$ cat src/ppeu_pkg.sv
// package: register map, field positions and reset values of the pin event unit control
package ppeu_pkg;
  localparam int unsigned PPEU_NUM_TRIG = 3;
  localparam int unsigned PPEU_NUM_CAP = 2;
  localparam logic [11:0] PPEU_OFF_INDEX = 12'h520;
  localparam logic [11:0] PPEU_OFF_IRQ_STATUS = 12'h524;
  localparam logic [11:0] PPEU_OFF_IRQ_MASK = 12'h528;
  localparam logic [11:0] PPEU_OFF_CTRL = 12'h52c;
  localparam logic [11:0] PPEU_OFF_TGT_NS = 12'h530;
  localparam logic [11:0] PPEU_OFF_TGT_S = 12'h534;
  localparam logic [11:0] PPEU_OFF_NOTIFY = 12'h53c;
  localparam int unsigned PPEU_IDX_TRIG_LSB = 0;
  localparam int unsigned PPEU_IDX_CAP_BIT = 8;
  localparam int unsigned PPEU_BIT_OUT_SEL = 8;
  localparam int unsigned PPEU_BIT_PIN_IN = 7;
  localparam int unsigned PPEU_BIT_DIR = 6;
  localparam int unsigned PPEU_BIT_CAP_IE = 5;
  localparam int unsigned PPEU_BIT_ACTIVE = 4;
  localparam int unsigned PPEU_BIT_TRIG_EN = 3;
  localparam int unsigned PPEU_BIT_TRIG_RST = 2;
  localparam int unsigned PPEU_BIT_CAP_EN = 1;
  localparam int unsigned PPEU_BIT_CAP_RST = 0;
  localparam int unsigned PPEU_NS_W = 30;
  localparam int unsigned PPEU_CNT_W = 4;
  // status bits: [2:0] trigger done, [6:4] trigger error, [9:8] capture ready
  localparam int unsigned PPEU_ST_DONE_LSB = 0;
  localparam int unsigned PPEU_ST_ERR_LSB = 4;
  localparam int unsigned PPEU_ST_CAP_LSB = 8;
  localparam logic [31:0] PPEU_RESET_WORD = 32'h0000_0000;
endpackage

$ cat src/ppeu_trigger_unit.sv
// one event output unit: enable, compare against system time, done and error
`timescale 1ns/1ps
`default_nettype none
module ppeu_trigger_unit
  import ppeu_pkg::*;
(
  input wire logic clk,
  input wire logic rst_n,
  input wire logic ce,
  input wire logic soft_rst,
  input wire logic en_wr,
  input wire logic en_wdata,
  input wire logic ns_wr,
  input wire logic s_wr,
  input wire logic [31:0] wdata,
  input wire logic notify,
  input wire logic [31:0] sys_s,
  input wire logic [PPEU_NS_W-1:0] sys_ns,
  output logic en_reg,
  output logic active,
  output logic fire,
  output logic err_set,
  output logic [PPEU_NS_W-1:0] tgt_ns_reg,
  output logic [31:0] tgt_s_reg
);
  logic reached;
  logic err_reg;
  assign reached = (sys_s > tgt_s_reg) || ((sys_s == tgt_s_reg) && (sys_ns >= tgt_ns_reg));
  // target already passed at enable time is an error when notify is on
  assign err_set = ce && en_wr && en_wdata && !en_reg && reached && notify;
  assign fire = ce && en_reg && reached && !soft_rst && !en_wr;
  assign active = en_reg && !err_reg;
  always_ff @(posedge clk)
  begin
    if (!rst_n || (ce && soft_rst)) // RQ9
    begin
      en_reg <= 1'b0;
      err_reg <= 1'b0;
    end
    else if (ce)
    begin
      if (en_wr)
      begin
        en_reg <= en_wdata && !err_set; // RQ7
        err_reg <= err_set;
      end
      else if (fire)
        en_reg <= 1'b0; // RQ7 RQ18
    end
  end
  always_ff @(posedge clk)
  begin
    if (!rst_n || (ce && soft_rst))
    begin
      tgt_ns_reg <= PPEU_RESET_WORD[PPEU_NS_W-1:0]; // RQ13
      tgt_s_reg <= PPEU_RESET_WORD; // RQ14
    end
    else if (ce)
    begin
      if (ns_wr)
        tgt_ns_reg <= wdata[PPEU_NS_W-1:0]; // RQ13
      if (s_wr)
        tgt_s_reg <= wdata; // RQ14
    end
  end
endmodule
`default_nettype wire

$ cat src/ppeu_top.sv
// pin event unit control: apb registers, trigger and capture units, interrupt
//
// Summary of operation
// RQ1: index register steers trigger fields by two bits, capture fields by one bit.
// RQ2: bit 8 set drives pin combinationally, clear drives it from a flip-flop.
// RQ3: bit 7 reads the present level of the event pin input.
// RQ4: bit 6 set makes the pin a capture input; clear (reset) an output.
// RQ5: bit 5 gates indexed capture unit status onto the interrupt.
// RQ6: bit 4 reads one while indexed trigger unit runs without error.
// RQ7: writing one to bit 3 enables trigger unit; clears itself on firing.
// RQ8: software enables only the head unit of a cascade chain; units here are not chained, and each one is enabled by software through bit 3.
// RQ9: bit 2 returns indexed trigger unit to inactive default state.
// RQ10: writing one to bit 1 enables capture unit and clears its count.
// RQ11: writing zero to bit 1 disables unit, clears ready and overflow flags.
// RQ12: bit 0 returns indexed capture unit to inactive default state.
// RQ13: target nanoseconds is 30 bits, upper two read zero, reset zero.
// RQ14: target seconds is a full 32-bit register resetting to zero.
// RQ15: nanoseconds register accesses reach only the indexed trigger unit.
// RQ16: trigger error clears when the enable bit is written zero.
// RQ17: done and error are reported only when the unit notify bit is on.
// RQ18: enabled trigger unit fires when system time reaches its target.
// RQ19: reserved control bits read zero and ignore writes.
`timescale 1ns/1ps
`default_nettype none
module ppeu_top
  import ppeu_pkg::*;
(
  input wire logic clk,
  input wire logic rst_n,
  input wire logic ce,
  input wire logic psel,
  input wire logic penable,
  input wire logic pwrite,
  input wire logic [11:0] paddr,
  input wire logic [31:0] pwdata,
  output logic [31:0] prdata,
  output logic pready,
  output logic pslverr,
  input wire logic [31:0] sys_s,
  input wire logic [PPEU_NS_W-1:0] sys_ns,
  input wire logic pin_in,
  output logic pin_out,
  output logic pin_oe_n,
  output logic irq
);
  ////////////////////////////////////////////////////////////////////////////
  // bus decode
  logic wr;
  logic rd;
  logic hit;
  logic rd_ok_reg;
  // read data is loaded one edge ahead so that it stands at the edge where pready is high
  assign wr = ce && psel && penable && pwrite;
  assign rd = ce && psel && !pwrite && !rd_ok_reg;
  assign pready = ce && (pwrite || rd_ok_reg);
  always_ff @(posedge clk)
  begin
    if (!rst_n)
      rd_ok_reg <= 1'b0;
    else if (ce)
      rd_ok_reg <= psel && !pwrite && !(penable && pready);
  end
  assign hit = (paddr == PPEU_OFF_INDEX) || (paddr == PPEU_OFF_IRQ_STATUS) ||
               (paddr == PPEU_OFF_IRQ_MASK) || (paddr == PPEU_OFF_CTRL) ||
               (paddr == PPEU_OFF_TGT_NS) || (paddr == PPEU_OFF_TGT_S) ||
               (paddr == PPEU_OFF_NOTIFY);
  assign pslverr = psel && penable && pready && !hit;
  logic wr_idx;
  logic wr_ctrl;
  logic wr_ns;
  logic wr_s;
  logic wr_st;
  logic wr_mask;
  logic wr_notify;
  assign wr_idx = wr && (paddr == PPEU_OFF_INDEX);
  assign wr_ctrl = wr && (paddr == PPEU_OFF_CTRL);
  assign wr_ns = wr && (paddr == PPEU_OFF_TGT_NS);
  assign wr_s = wr && (paddr == PPEU_OFF_TGT_S);
  assign wr_st = wr && (paddr == PPEU_OFF_IRQ_STATUS);
  assign wr_mask = wr && (paddr == PPEU_OFF_IRQ_MASK);
  assign wr_notify = wr && (paddr == PPEU_OFF_NOTIFY);
  ////////////////////////////////////////////////////////////////////////////
  // index, global control and pin synchroniser
  logic [1:0] trig_idx_reg;
  logic cap_idx_reg;
  logic out_sel_reg;
  logic dir_reg;
  logic [PPEU_NUM_TRIG-1:0] notify_reg;
  logic pin_s1_reg;
  logic pin_s2_reg;
  always_ff @(posedge clk)
  begin
    if (!rst_n)
    begin
      trig_idx_reg <= 2'h0;
      cap_idx_reg <= 1'b0;
    end
    else if (wr_idx)
    begin
      trig_idx_reg <= pwdata[PPEU_IDX_TRIG_LSB +: 2]; // RQ1
      cap_idx_reg <= pwdata[PPEU_IDX_CAP_BIT]; // RQ1
    end
  end
  always_ff @(posedge clk)
  begin
    if (!rst_n)
    begin
      out_sel_reg <= 1'b0;
      dir_reg <= 1'b0; // RQ4
      notify_reg <= 3'h0;
    end
    else
    begin
      if (wr_ctrl)
      begin
        out_sel_reg <= pwdata[PPEU_BIT_OUT_SEL]; // RQ2
        dir_reg <= pwdata[PPEU_BIT_DIR]; // RQ4
      end
      if (wr_notify)
        notify_reg <= pwdata[PPEU_NUM_TRIG-1:0];
    end
  end
  always_ff @(posedge clk)
  begin
    if (!rst_n)
    begin
      pin_s1_reg <= 1'b0;
      pin_s2_reg <= 1'b0;
    end
    else if (ce)
    begin
      pin_s1_reg <= pin_in;
      pin_s2_reg <= pin_s1_reg;
    end
  end
  ////////////////////////////////////////////////////////////////////////////
  // trigger units
  logic trig_sel_ok;
  assign trig_sel_ok = trig_idx_reg < 2'(PPEU_NUM_TRIG);
  logic [PPEU_NUM_TRIG-1:0] t_en;
  logic [PPEU_NUM_TRIG-1:0] t_act;
  logic [PPEU_NUM_TRIG-1:0] t_fire;
  logic [PPEU_NUM_TRIG-1:0] t_err;
  logic [PPEU_NS_W-1:0] t_ns [PPEU_NUM_TRIG];
  logic [31:0] t_s [PPEU_NUM_TRIG];
  genvar gi;
  generate
    for (gi = 0; gi < PPEU_NUM_TRIG; gi++)
    begin : g_trig
      logic sel;
      assign sel = trig_sel_ok && (trig_idx_reg == 2'(gi)); // RQ1 RQ15
      ppeu_trigger_unit u_trig (
        .clk(clk),
        .rst_n(rst_n),
        .ce(ce),
        .soft_rst(wr_ctrl && sel && pwdata[PPEU_BIT_TRIG_RST]), // RQ9
        .en_wr(wr_ctrl && sel),
        .en_wdata(pwdata[PPEU_BIT_TRIG_EN]),
        .ns_wr(wr_ns && sel), // RQ15
        .s_wr(wr_s && sel),
        .wdata(pwdata),
        .notify(notify_reg[gi]),
        .sys_s(sys_s),
        .sys_ns(sys_ns),
        .en_reg(t_en[gi]),
        .active(t_act[gi]),
        .fire(t_fire[gi]),
        .err_set(t_err[gi]),
        .tgt_ns_reg(t_ns[gi]),
        .tgt_s_reg(t_s[gi])
      );
    end
  endgenerate
  ////////////////////////////////////////////////////////////////////////////
  // capture units
  logic [PPEU_NUM_CAP-1:0] c_en_reg;
  logic [PPEU_NUM_CAP-1:0] c_ie_reg;
  logic [PPEU_NUM_CAP-1:0] c_rdy_reg;
  logic [PPEU_NUM_CAP-1:0] c_ovf_reg;
  logic [PPEU_CNT_W-1:0] c_cnt_reg [PPEU_NUM_CAP];
  logic pin_prev_reg;
  logic pin_edge;
  assign pin_edge = dir_reg && (pin_s2_reg != pin_prev_reg);
  always_ff @(posedge clk)
  begin
    if (!rst_n)
      pin_prev_reg <= 1'b0;
    else if (ce)
      pin_prev_reg <= pin_s2_reg;
  end
  always_ff @(posedge clk)
  begin
    for (int i = 0; i < PPEU_NUM_CAP; i++)
    begin
      if (!rst_n)
      begin
        c_en_reg[i] <= 1'b0;
        c_ie_reg[i] <= 1'b0;
        c_rdy_reg[i] <= 1'b0;
        c_ovf_reg[i] <= 1'b0;
        c_cnt_reg[i] <= '0;
      end
      else if (wr_ctrl && (cap_idx_reg == 1'(i)) && pwdata[PPEU_BIT_CAP_RST])
      begin
        c_en_reg[i] <= 1'b0; // RQ12
        c_ie_reg[i] <= 1'b0;
        c_rdy_reg[i] <= 1'b0;
        c_ovf_reg[i] <= 1'b0;
        c_cnt_reg[i] <= '0;
      end
      else if (wr_ctrl && (cap_idx_reg == 1'(i)))
      begin
        c_en_reg[i] <= pwdata[PPEU_BIT_CAP_EN];
        c_ie_reg[i] <= pwdata[PPEU_BIT_CAP_IE]; // RQ5
        if (pwdata[PPEU_BIT_CAP_EN])
          c_cnt_reg[i] <= '0; // RQ10
        else
        begin
          c_rdy_reg[i] <= 1'b0; // RQ11
          c_ovf_reg[i] <= 1'b0; // RQ11
        end
      end
      else if (ce && c_en_reg[i] && pin_edge)
      begin
        c_rdy_reg[i] <= 1'b1;
        if (&c_cnt_reg[i])
          c_ovf_reg[i] <= 1'b1;
        else
          c_cnt_reg[i] <= c_cnt_reg[i] + 1'b1;
      end
    end
  end
  ////////////////////////////////////////////////////////////////////////////
  // pin output
  logic fire_comb;
  logic pin_q_reg;
  assign fire_comb = |t_fire;
  always_ff @(posedge clk)
  begin
    if (!rst_n)
    begin
      pin_q_reg <= 1'b0;
    end
    else if (ce)
    begin
      pin_q_reg <= fire_comb;
    end
  end
  assign pin_out = out_sel_reg ? fire_comb : pin_q_reg; // RQ2
  assign pin_oe_n = dir_reg; // RQ4
  ////////////////////////////////////////////////////////////////////////////
  // interrupt status and mask
  logic [31:0] st_reg;
  logic [31:0] mask_reg;
  logic [31:0] st_set;
  always_comb
  begin
    st_set = '0;
    st_set[PPEU_ST_DONE_LSB +: PPEU_NUM_TRIG] = t_fire & notify_reg; // RQ17
    st_set[PPEU_ST_ERR_LSB +: PPEU_NUM_TRIG] = t_err & notify_reg; // RQ17
    st_set[PPEU_ST_CAP_LSB +: PPEU_NUM_CAP] = c_rdy_reg & c_ie_reg; // RQ5
  end
  logic [31:0] err_clr;
  always_comb
  begin
    err_clr = '0;
    for (int i = 0; i < PPEU_NUM_TRIG; i++)
      if (wr_ctrl && trig_sel_ok && (trig_idx_reg == 2'(i)) && !pwdata[PPEU_BIT_TRIG_EN])
        err_clr[PPEU_ST_ERR_LSB + i] = 1'b1; // RQ16
  end
  always_ff @(posedge clk)
  begin
    if (!rst_n)
      st_reg <= PPEU_RESET_WORD;
    else
      st_reg <= (st_reg & ~(wr_st ? pwdata : 32'h0) & ~err_clr) | (ce ? st_set : 32'h0);
  end
  always_ff @(posedge clk)
  begin
    if (!rst_n)
      mask_reg <= PPEU_RESET_WORD;
    else if (wr_mask)
      mask_reg <= pwdata;
  end
  assign irq = |(st_reg & mask_reg);
  ////////////////////////////////////////////////////////////////////////////
  // read data
  logic [31:0] ctrl_rd;
  always_comb
  begin
    ctrl_rd = '0; // RQ19
    ctrl_rd[PPEU_BIT_OUT_SEL] = out_sel_reg;
    ctrl_rd[PPEU_BIT_PIN_IN] = pin_s2_reg; // RQ3
    ctrl_rd[PPEU_BIT_DIR] = dir_reg;
    ctrl_rd[PPEU_BIT_CAP_IE] = c_ie_reg[cap_idx_reg];
    ctrl_rd[PPEU_BIT_ACTIVE] = trig_sel_ok && t_act[trig_idx_reg]; // RQ6
    ctrl_rd[PPEU_BIT_TRIG_EN] = trig_sel_ok && t_en[trig_idx_reg];
    ctrl_rd[PPEU_BIT_CAP_EN] = c_en_reg[cap_idx_reg];
  end
  always_ff @(posedge clk)
  begin
    if (!rst_n)
      prdata <= PPEU_RESET_WORD;
    else if (rd)
    begin
      case (paddr)
        PPEU_OFF_INDEX: prdata <= {23'h0, cap_idx_reg, 6'h0, trig_idx_reg};
        PPEU_OFF_IRQ_STATUS: prdata <= st_reg;
        PPEU_OFF_IRQ_MASK: prdata <= mask_reg;
        PPEU_OFF_CTRL: prdata <= ctrl_rd;
        PPEU_OFF_TGT_NS: prdata <= trig_sel_ok ? {2'h0, t_ns[trig_idx_reg]} : 32'h0; // RQ13
        PPEU_OFF_TGT_S: prdata <= trig_sel_ok ? t_s[trig_idx_reg] : 32'h0;
        PPEU_OFF_NOTIFY: prdata <= {29'h0, notify_reg};
        default: prdata <= 32'h0;
      endcase
    end
  end
endmodule
`default_nettype wire

$ cat config.mk
export PLATFORM = sky130hd
export DESIGN_NAME = ppeu_top
export DESIGN_NICKNAME = d
export VERILOG_FILES = /design/src/ppeu_pkg.sv /design/src/ppeu_trigger_unit.sv /design/src/ppeu_top.sv
export SDC_FILE = /design/constraint.sdc
export NUM_CORES = 1
export LEC_CHECK = 0
export BUFFER_PORTS_ARGS = -buffer_cell sky130_fd_sc_hd__buf_2
export CAP_MARGIN = 25
export CORE_MARGIN = 4
export CORE_UTILIZATION = 55
export CTS_BUF_LIST = sky130_fd_sc_hd__clkbuf_2
export CTS_CLUSTER_DIAMETER = 100
export DETAILED_ROUTE_END_ITERATION = 12
export PLACE_DENSITY_LB_ADDON = 0.2
export SYNTH_ARGS = -nofsm -noshare
export SYNTH_HDL_FRONTEND = slang
export SYNTH_SLANG_ARGS = --single-unit
$ cat constraint.sdc
create_clock -name clk -period 4.88 [get_ports clk]
set_input_delay 0.488 -clock clk [delete_from_list [all_inputs] [get_ports clk]]
set_output_delay 0.488 -clock clk [all_outputs]
set_load 0.01 [all_outputs]
==> results.sh <==
export IMPL_drc_errors=0
export IMPL_rr_worst_depth=6
export IMPL_grtUsageMet3_pct=10.3
export IMPL_clkPwrFrac_pct=36.7
export IMPL_fp_dieH_microns=187
export IMPL_yosys_area_share_adder_pct=13.2
export IMPL_via_per_inst=6.24
export IMPL_cts_sinks=307
export IMPL_grt_total_usage_pct=37.5
export IMPL_drv_slew=0
export IMPL_power_frac_comb_pct=10.5
export IMPL_leakage_nw=7.09
export IMPL_port_buffers=149
export IMPL_synth_ff_type="dfxtp_1"
export IMPL_power_density_nw_per_um2=242
export IMPL_cp_required_ns=4.39
export IMPL_netlist_area_sq_um=17700
export IMPL_grt_max_degree=42
export IMPL_dp_hpwl_microns=47400
export IMPL_cts_tree="done"
export IMPL_final_nets=2776
export IMPL_overflow=0
export IMPL_drive_above_1_share_pct=13.6
export IMPL_hp_class="primary input to register"
export IMPL_dpl_cell_area_sq_um=18600
export IMPL_fmax_ghz=0.213
export IMPL_cts_buffer_depth=3
export IMPL_yosysMostFrequentCell="nand2_1"
export IMPL_skew_ns=0.0925
export IMPL_synth_compound_area_share_pct=21.0
export IMPL_yosysSeqAreaShare_pct=34.8
export IMPL_synth_mux_area_share_pct=4.26
export IMPL_busiest_layer="met2"
export IMPL_insertion_delay_ns=0.99
export IMPL_timing_slew_headroom_pct=31.6
export IMPL_min_period_ns=4.69
export IMPL_crit_fanout=3
export IMPL_setup_tns_final_ns=0
export IMPL_grt_pass1_wl_microns=103000
export IMPL_clk_pin_slew_worst_paths_ns=0.09
export IMPL_ys_top_cells_by_count="544 x nand2_1, 377 x a21oi_1, 307 x dfxtp_1"
export IMPL_rows=65
export IMPL_drtIter0Drc=1981
export IMPL_tightest_slew_ns=1.02
export IMPL_dieArea_sq_um=35100
export IMPL_finalSetupViolCount=0
export IMPL_fp_dieW_microns=187
export IMPL_cp_end_kind="primary output"
export IMPL_synth_xor_area_share_pct=0.0496
export IMPL_cts_root_buf="clkbuf_2"
export IMPL_synth_top_area_share_pct=34.8
export IMPL_status="finished, final reports clean"
export IMPL_cp_start_kind="register"
export IMPL_grt_pass1_vias=17935
export IMPL_p_int_mw=3.33
export IMPL_multi_input_area_sq_um=10200
export IMPL_crit_type="register to primary output"
export IMPL_initial_core_util_pct=55.9
export IMPL_hold_viol=0
export IMPL_fillers=2960
export IMPL_antenna_found_initial=1
export IMPL_p_switching_mw=1.45
export IMPL_synth_edf_count=0
export IMPL_routedWlPerCell_microns=23.1
export IMPL_wirelength_microns=67800
export IMPL_design_area_sq_um=19800
export IMPL_arrival_ns=4.20
export IMPL_dr_pass1_iters=9
export IMPL_syn2layout_area_growth_pct=12.0
export IMPL_seqPwrFrac_pct=52.8
export IMPL_use_met1_pct=47.6
export IMPL_synth_seq_cells=307
export IMPL_cap_viol_max_count=0
export IMPL_syn_area_per_cell_sq_um=7.63
export IMPL_synthTopCellsByArea="dfxtp_1 35%, ha_1 13%, nand2_1 12%"
export IMPL_via_count=18296
export IMPL_yosysUniqueCellTypes=67
export IMPL_synth_cells=2317
export IMPL_gp_congestion=1.07
export IMPL_timing_final_crit_share_pct=96.2
export IMPL_cts_htree_levels=3
export IMPL_coreArea_sq_um=31600
export IMPL_ys_warn_count=0
export IMPL_async_flop_share_pct=0
export IMPL_rsz0062_at_grt="false"
export IMPL_synth_top_cell_by_area="dfxtp_1"
export IMPL_area_sequential_sq_um=6150
export IMPL_whs_path_depth=5
export IMPL_swShare_pct=30.3
export IMPL_ir_worst_vdd_mv=0.120
export IMPL_power_total_mw=4.78
export IMPL_synthSimpleGateAreaFrac_pct=18.6
export IMPL_cts_buffers=83
export IMPL_largest_reg_flops=96
export IMPL_io_pins=150
export IMPL_synth_top_family_by_area="compound AO/OA/AOI/OAI gates"
export IMPL_gr_usage_met2_pct=58.4
export IMPL_ant_nets=0
export IMPL_syn_nets=2616
==> placed cells by master (no fill, tap or decap), types with 5 or more instances in the layout <==
master         Yosys  layout
buf_4             23      40
a211oi_1          15      15
or3_1              6       6
mux2i_1           73      73
clkinv_1           1      19
o21a_1             5       5
a22o_1             6       6
nand4_1           41      41
nand2b_1          10       9
a21oi_1          377     377
ha_1             186     186
o22ai_1           60      60
dfxtp_1          307     305
a31oi_1            9       8
a22oi_1           23      23
inv_1            195     195
and2_1             6       6
clkbuf_2           0     118
nor3_1            18      14
nand2_1          544     542
and4_1             5       5
a221oi_1          13      13
a21o_1            12      12
nand3_1           33      33
nor4_2             0       5
o21ai_0           53      53
a222oi_1          22      22
buf_2             22     150
nor2_1            52      49
nor2b_1            6       6
dlygate4sd3_1      0      42
==> cell families (layout without fill, tap and decap cells) <==
logic type / after synthesis / in the layout
XOR/XNOR: 1 / 1
adder cells (fa/ha/maj): 186 / 186
flip-flops: 307 / 307
buffers and inverters: 356 / 570
AND/OR/NAND/NOR: 759 / 759
AO/OA/AOI/OAI: 633 / 633
other: 0 / 1
multiplexers: 75 / 75
==> cell type report <==
type	count	share of cell area (%)
multi-input combinational	1654	51.5
sequential	307	31.1
timing repair buffer	235	7.74
inverter	196	3.72
clock buffer	118	2.98
tap	402	2.54
clock inverter	21	0.405
antenna	1	0.0126
==> power by group through the flow <==
stage	clock (mW)	sequential [mW]	combinational, mW
global route	1.91	2.53	0.544
floorplan	0	2.59	0.250
global placement	0	2.58	0.444
finish	1.76	2.53	0.501
detailed placement	0	2.58	0.458
CTS	1.77	2.52	0.485
==> layer usage <==
layer | wire length [microns] | up-vias
met5 | 0 | -
li1 | - | 8395
met2 | 29800 | 1128
met4 | 3700 | 0
met3 | 8120 | 216
met1 | 26200 | 8557
==> final timing paths <==
path | startpoint | endpoint | slack (ns)
hold reg to reg | g_trig[2].u_trig.tgt_ns_reg[10] | g_trig[2].u_trig.tgt_ns_reg[10] | 0.46
setup / recovery | g_trig[0].u_trig.tgt_s_reg[31] | pin_out | 0.19
setup reg to reg | trig_idx_reg[1] | prdata[4] | 1.23
hold / removal | paddr[3] | notify_reg[0] | 0.11
==> repair_timing <==
item	in CTS	in global routing
endpoints found under the setup margin	1	1
pin swaps	0	1
cloned	0	0
hold buffers	42	0
gates resized for setup	3	5
buffers inserted	0	1
endpoints found under the hold margin	263	0
==> critical path, stage by stage (launching register included) <==
cell and delay, ns:
dfxtp_1 0.37, inv_1 0.08, ha_1 0.29, nand4_1 0.33
nor4bb_4 0.35, buf_4 0.19, nand2_1 0.14, o221ai_1 0.39
nor3_1 0.11, or3_1 0.45, a41oi_1 0.38, buf_2 0.20
==> per-stage QoR <==
stage,hold slack (ns),setup slack (ns),util (%),std cells
after floorplan,0.424,2.00,-,2317
after global routing,0.103,0.0117,62.6,2934
after CTS,0.0546,0.0709,62.4,2931
after detailed placement,0.443,0.494,58.9,2750
after global placement,0.434,0.524,58.8,2749
final,0.106,0.187,62.6,2934
No activity file was read; power rests on OpenSTA's default activity.
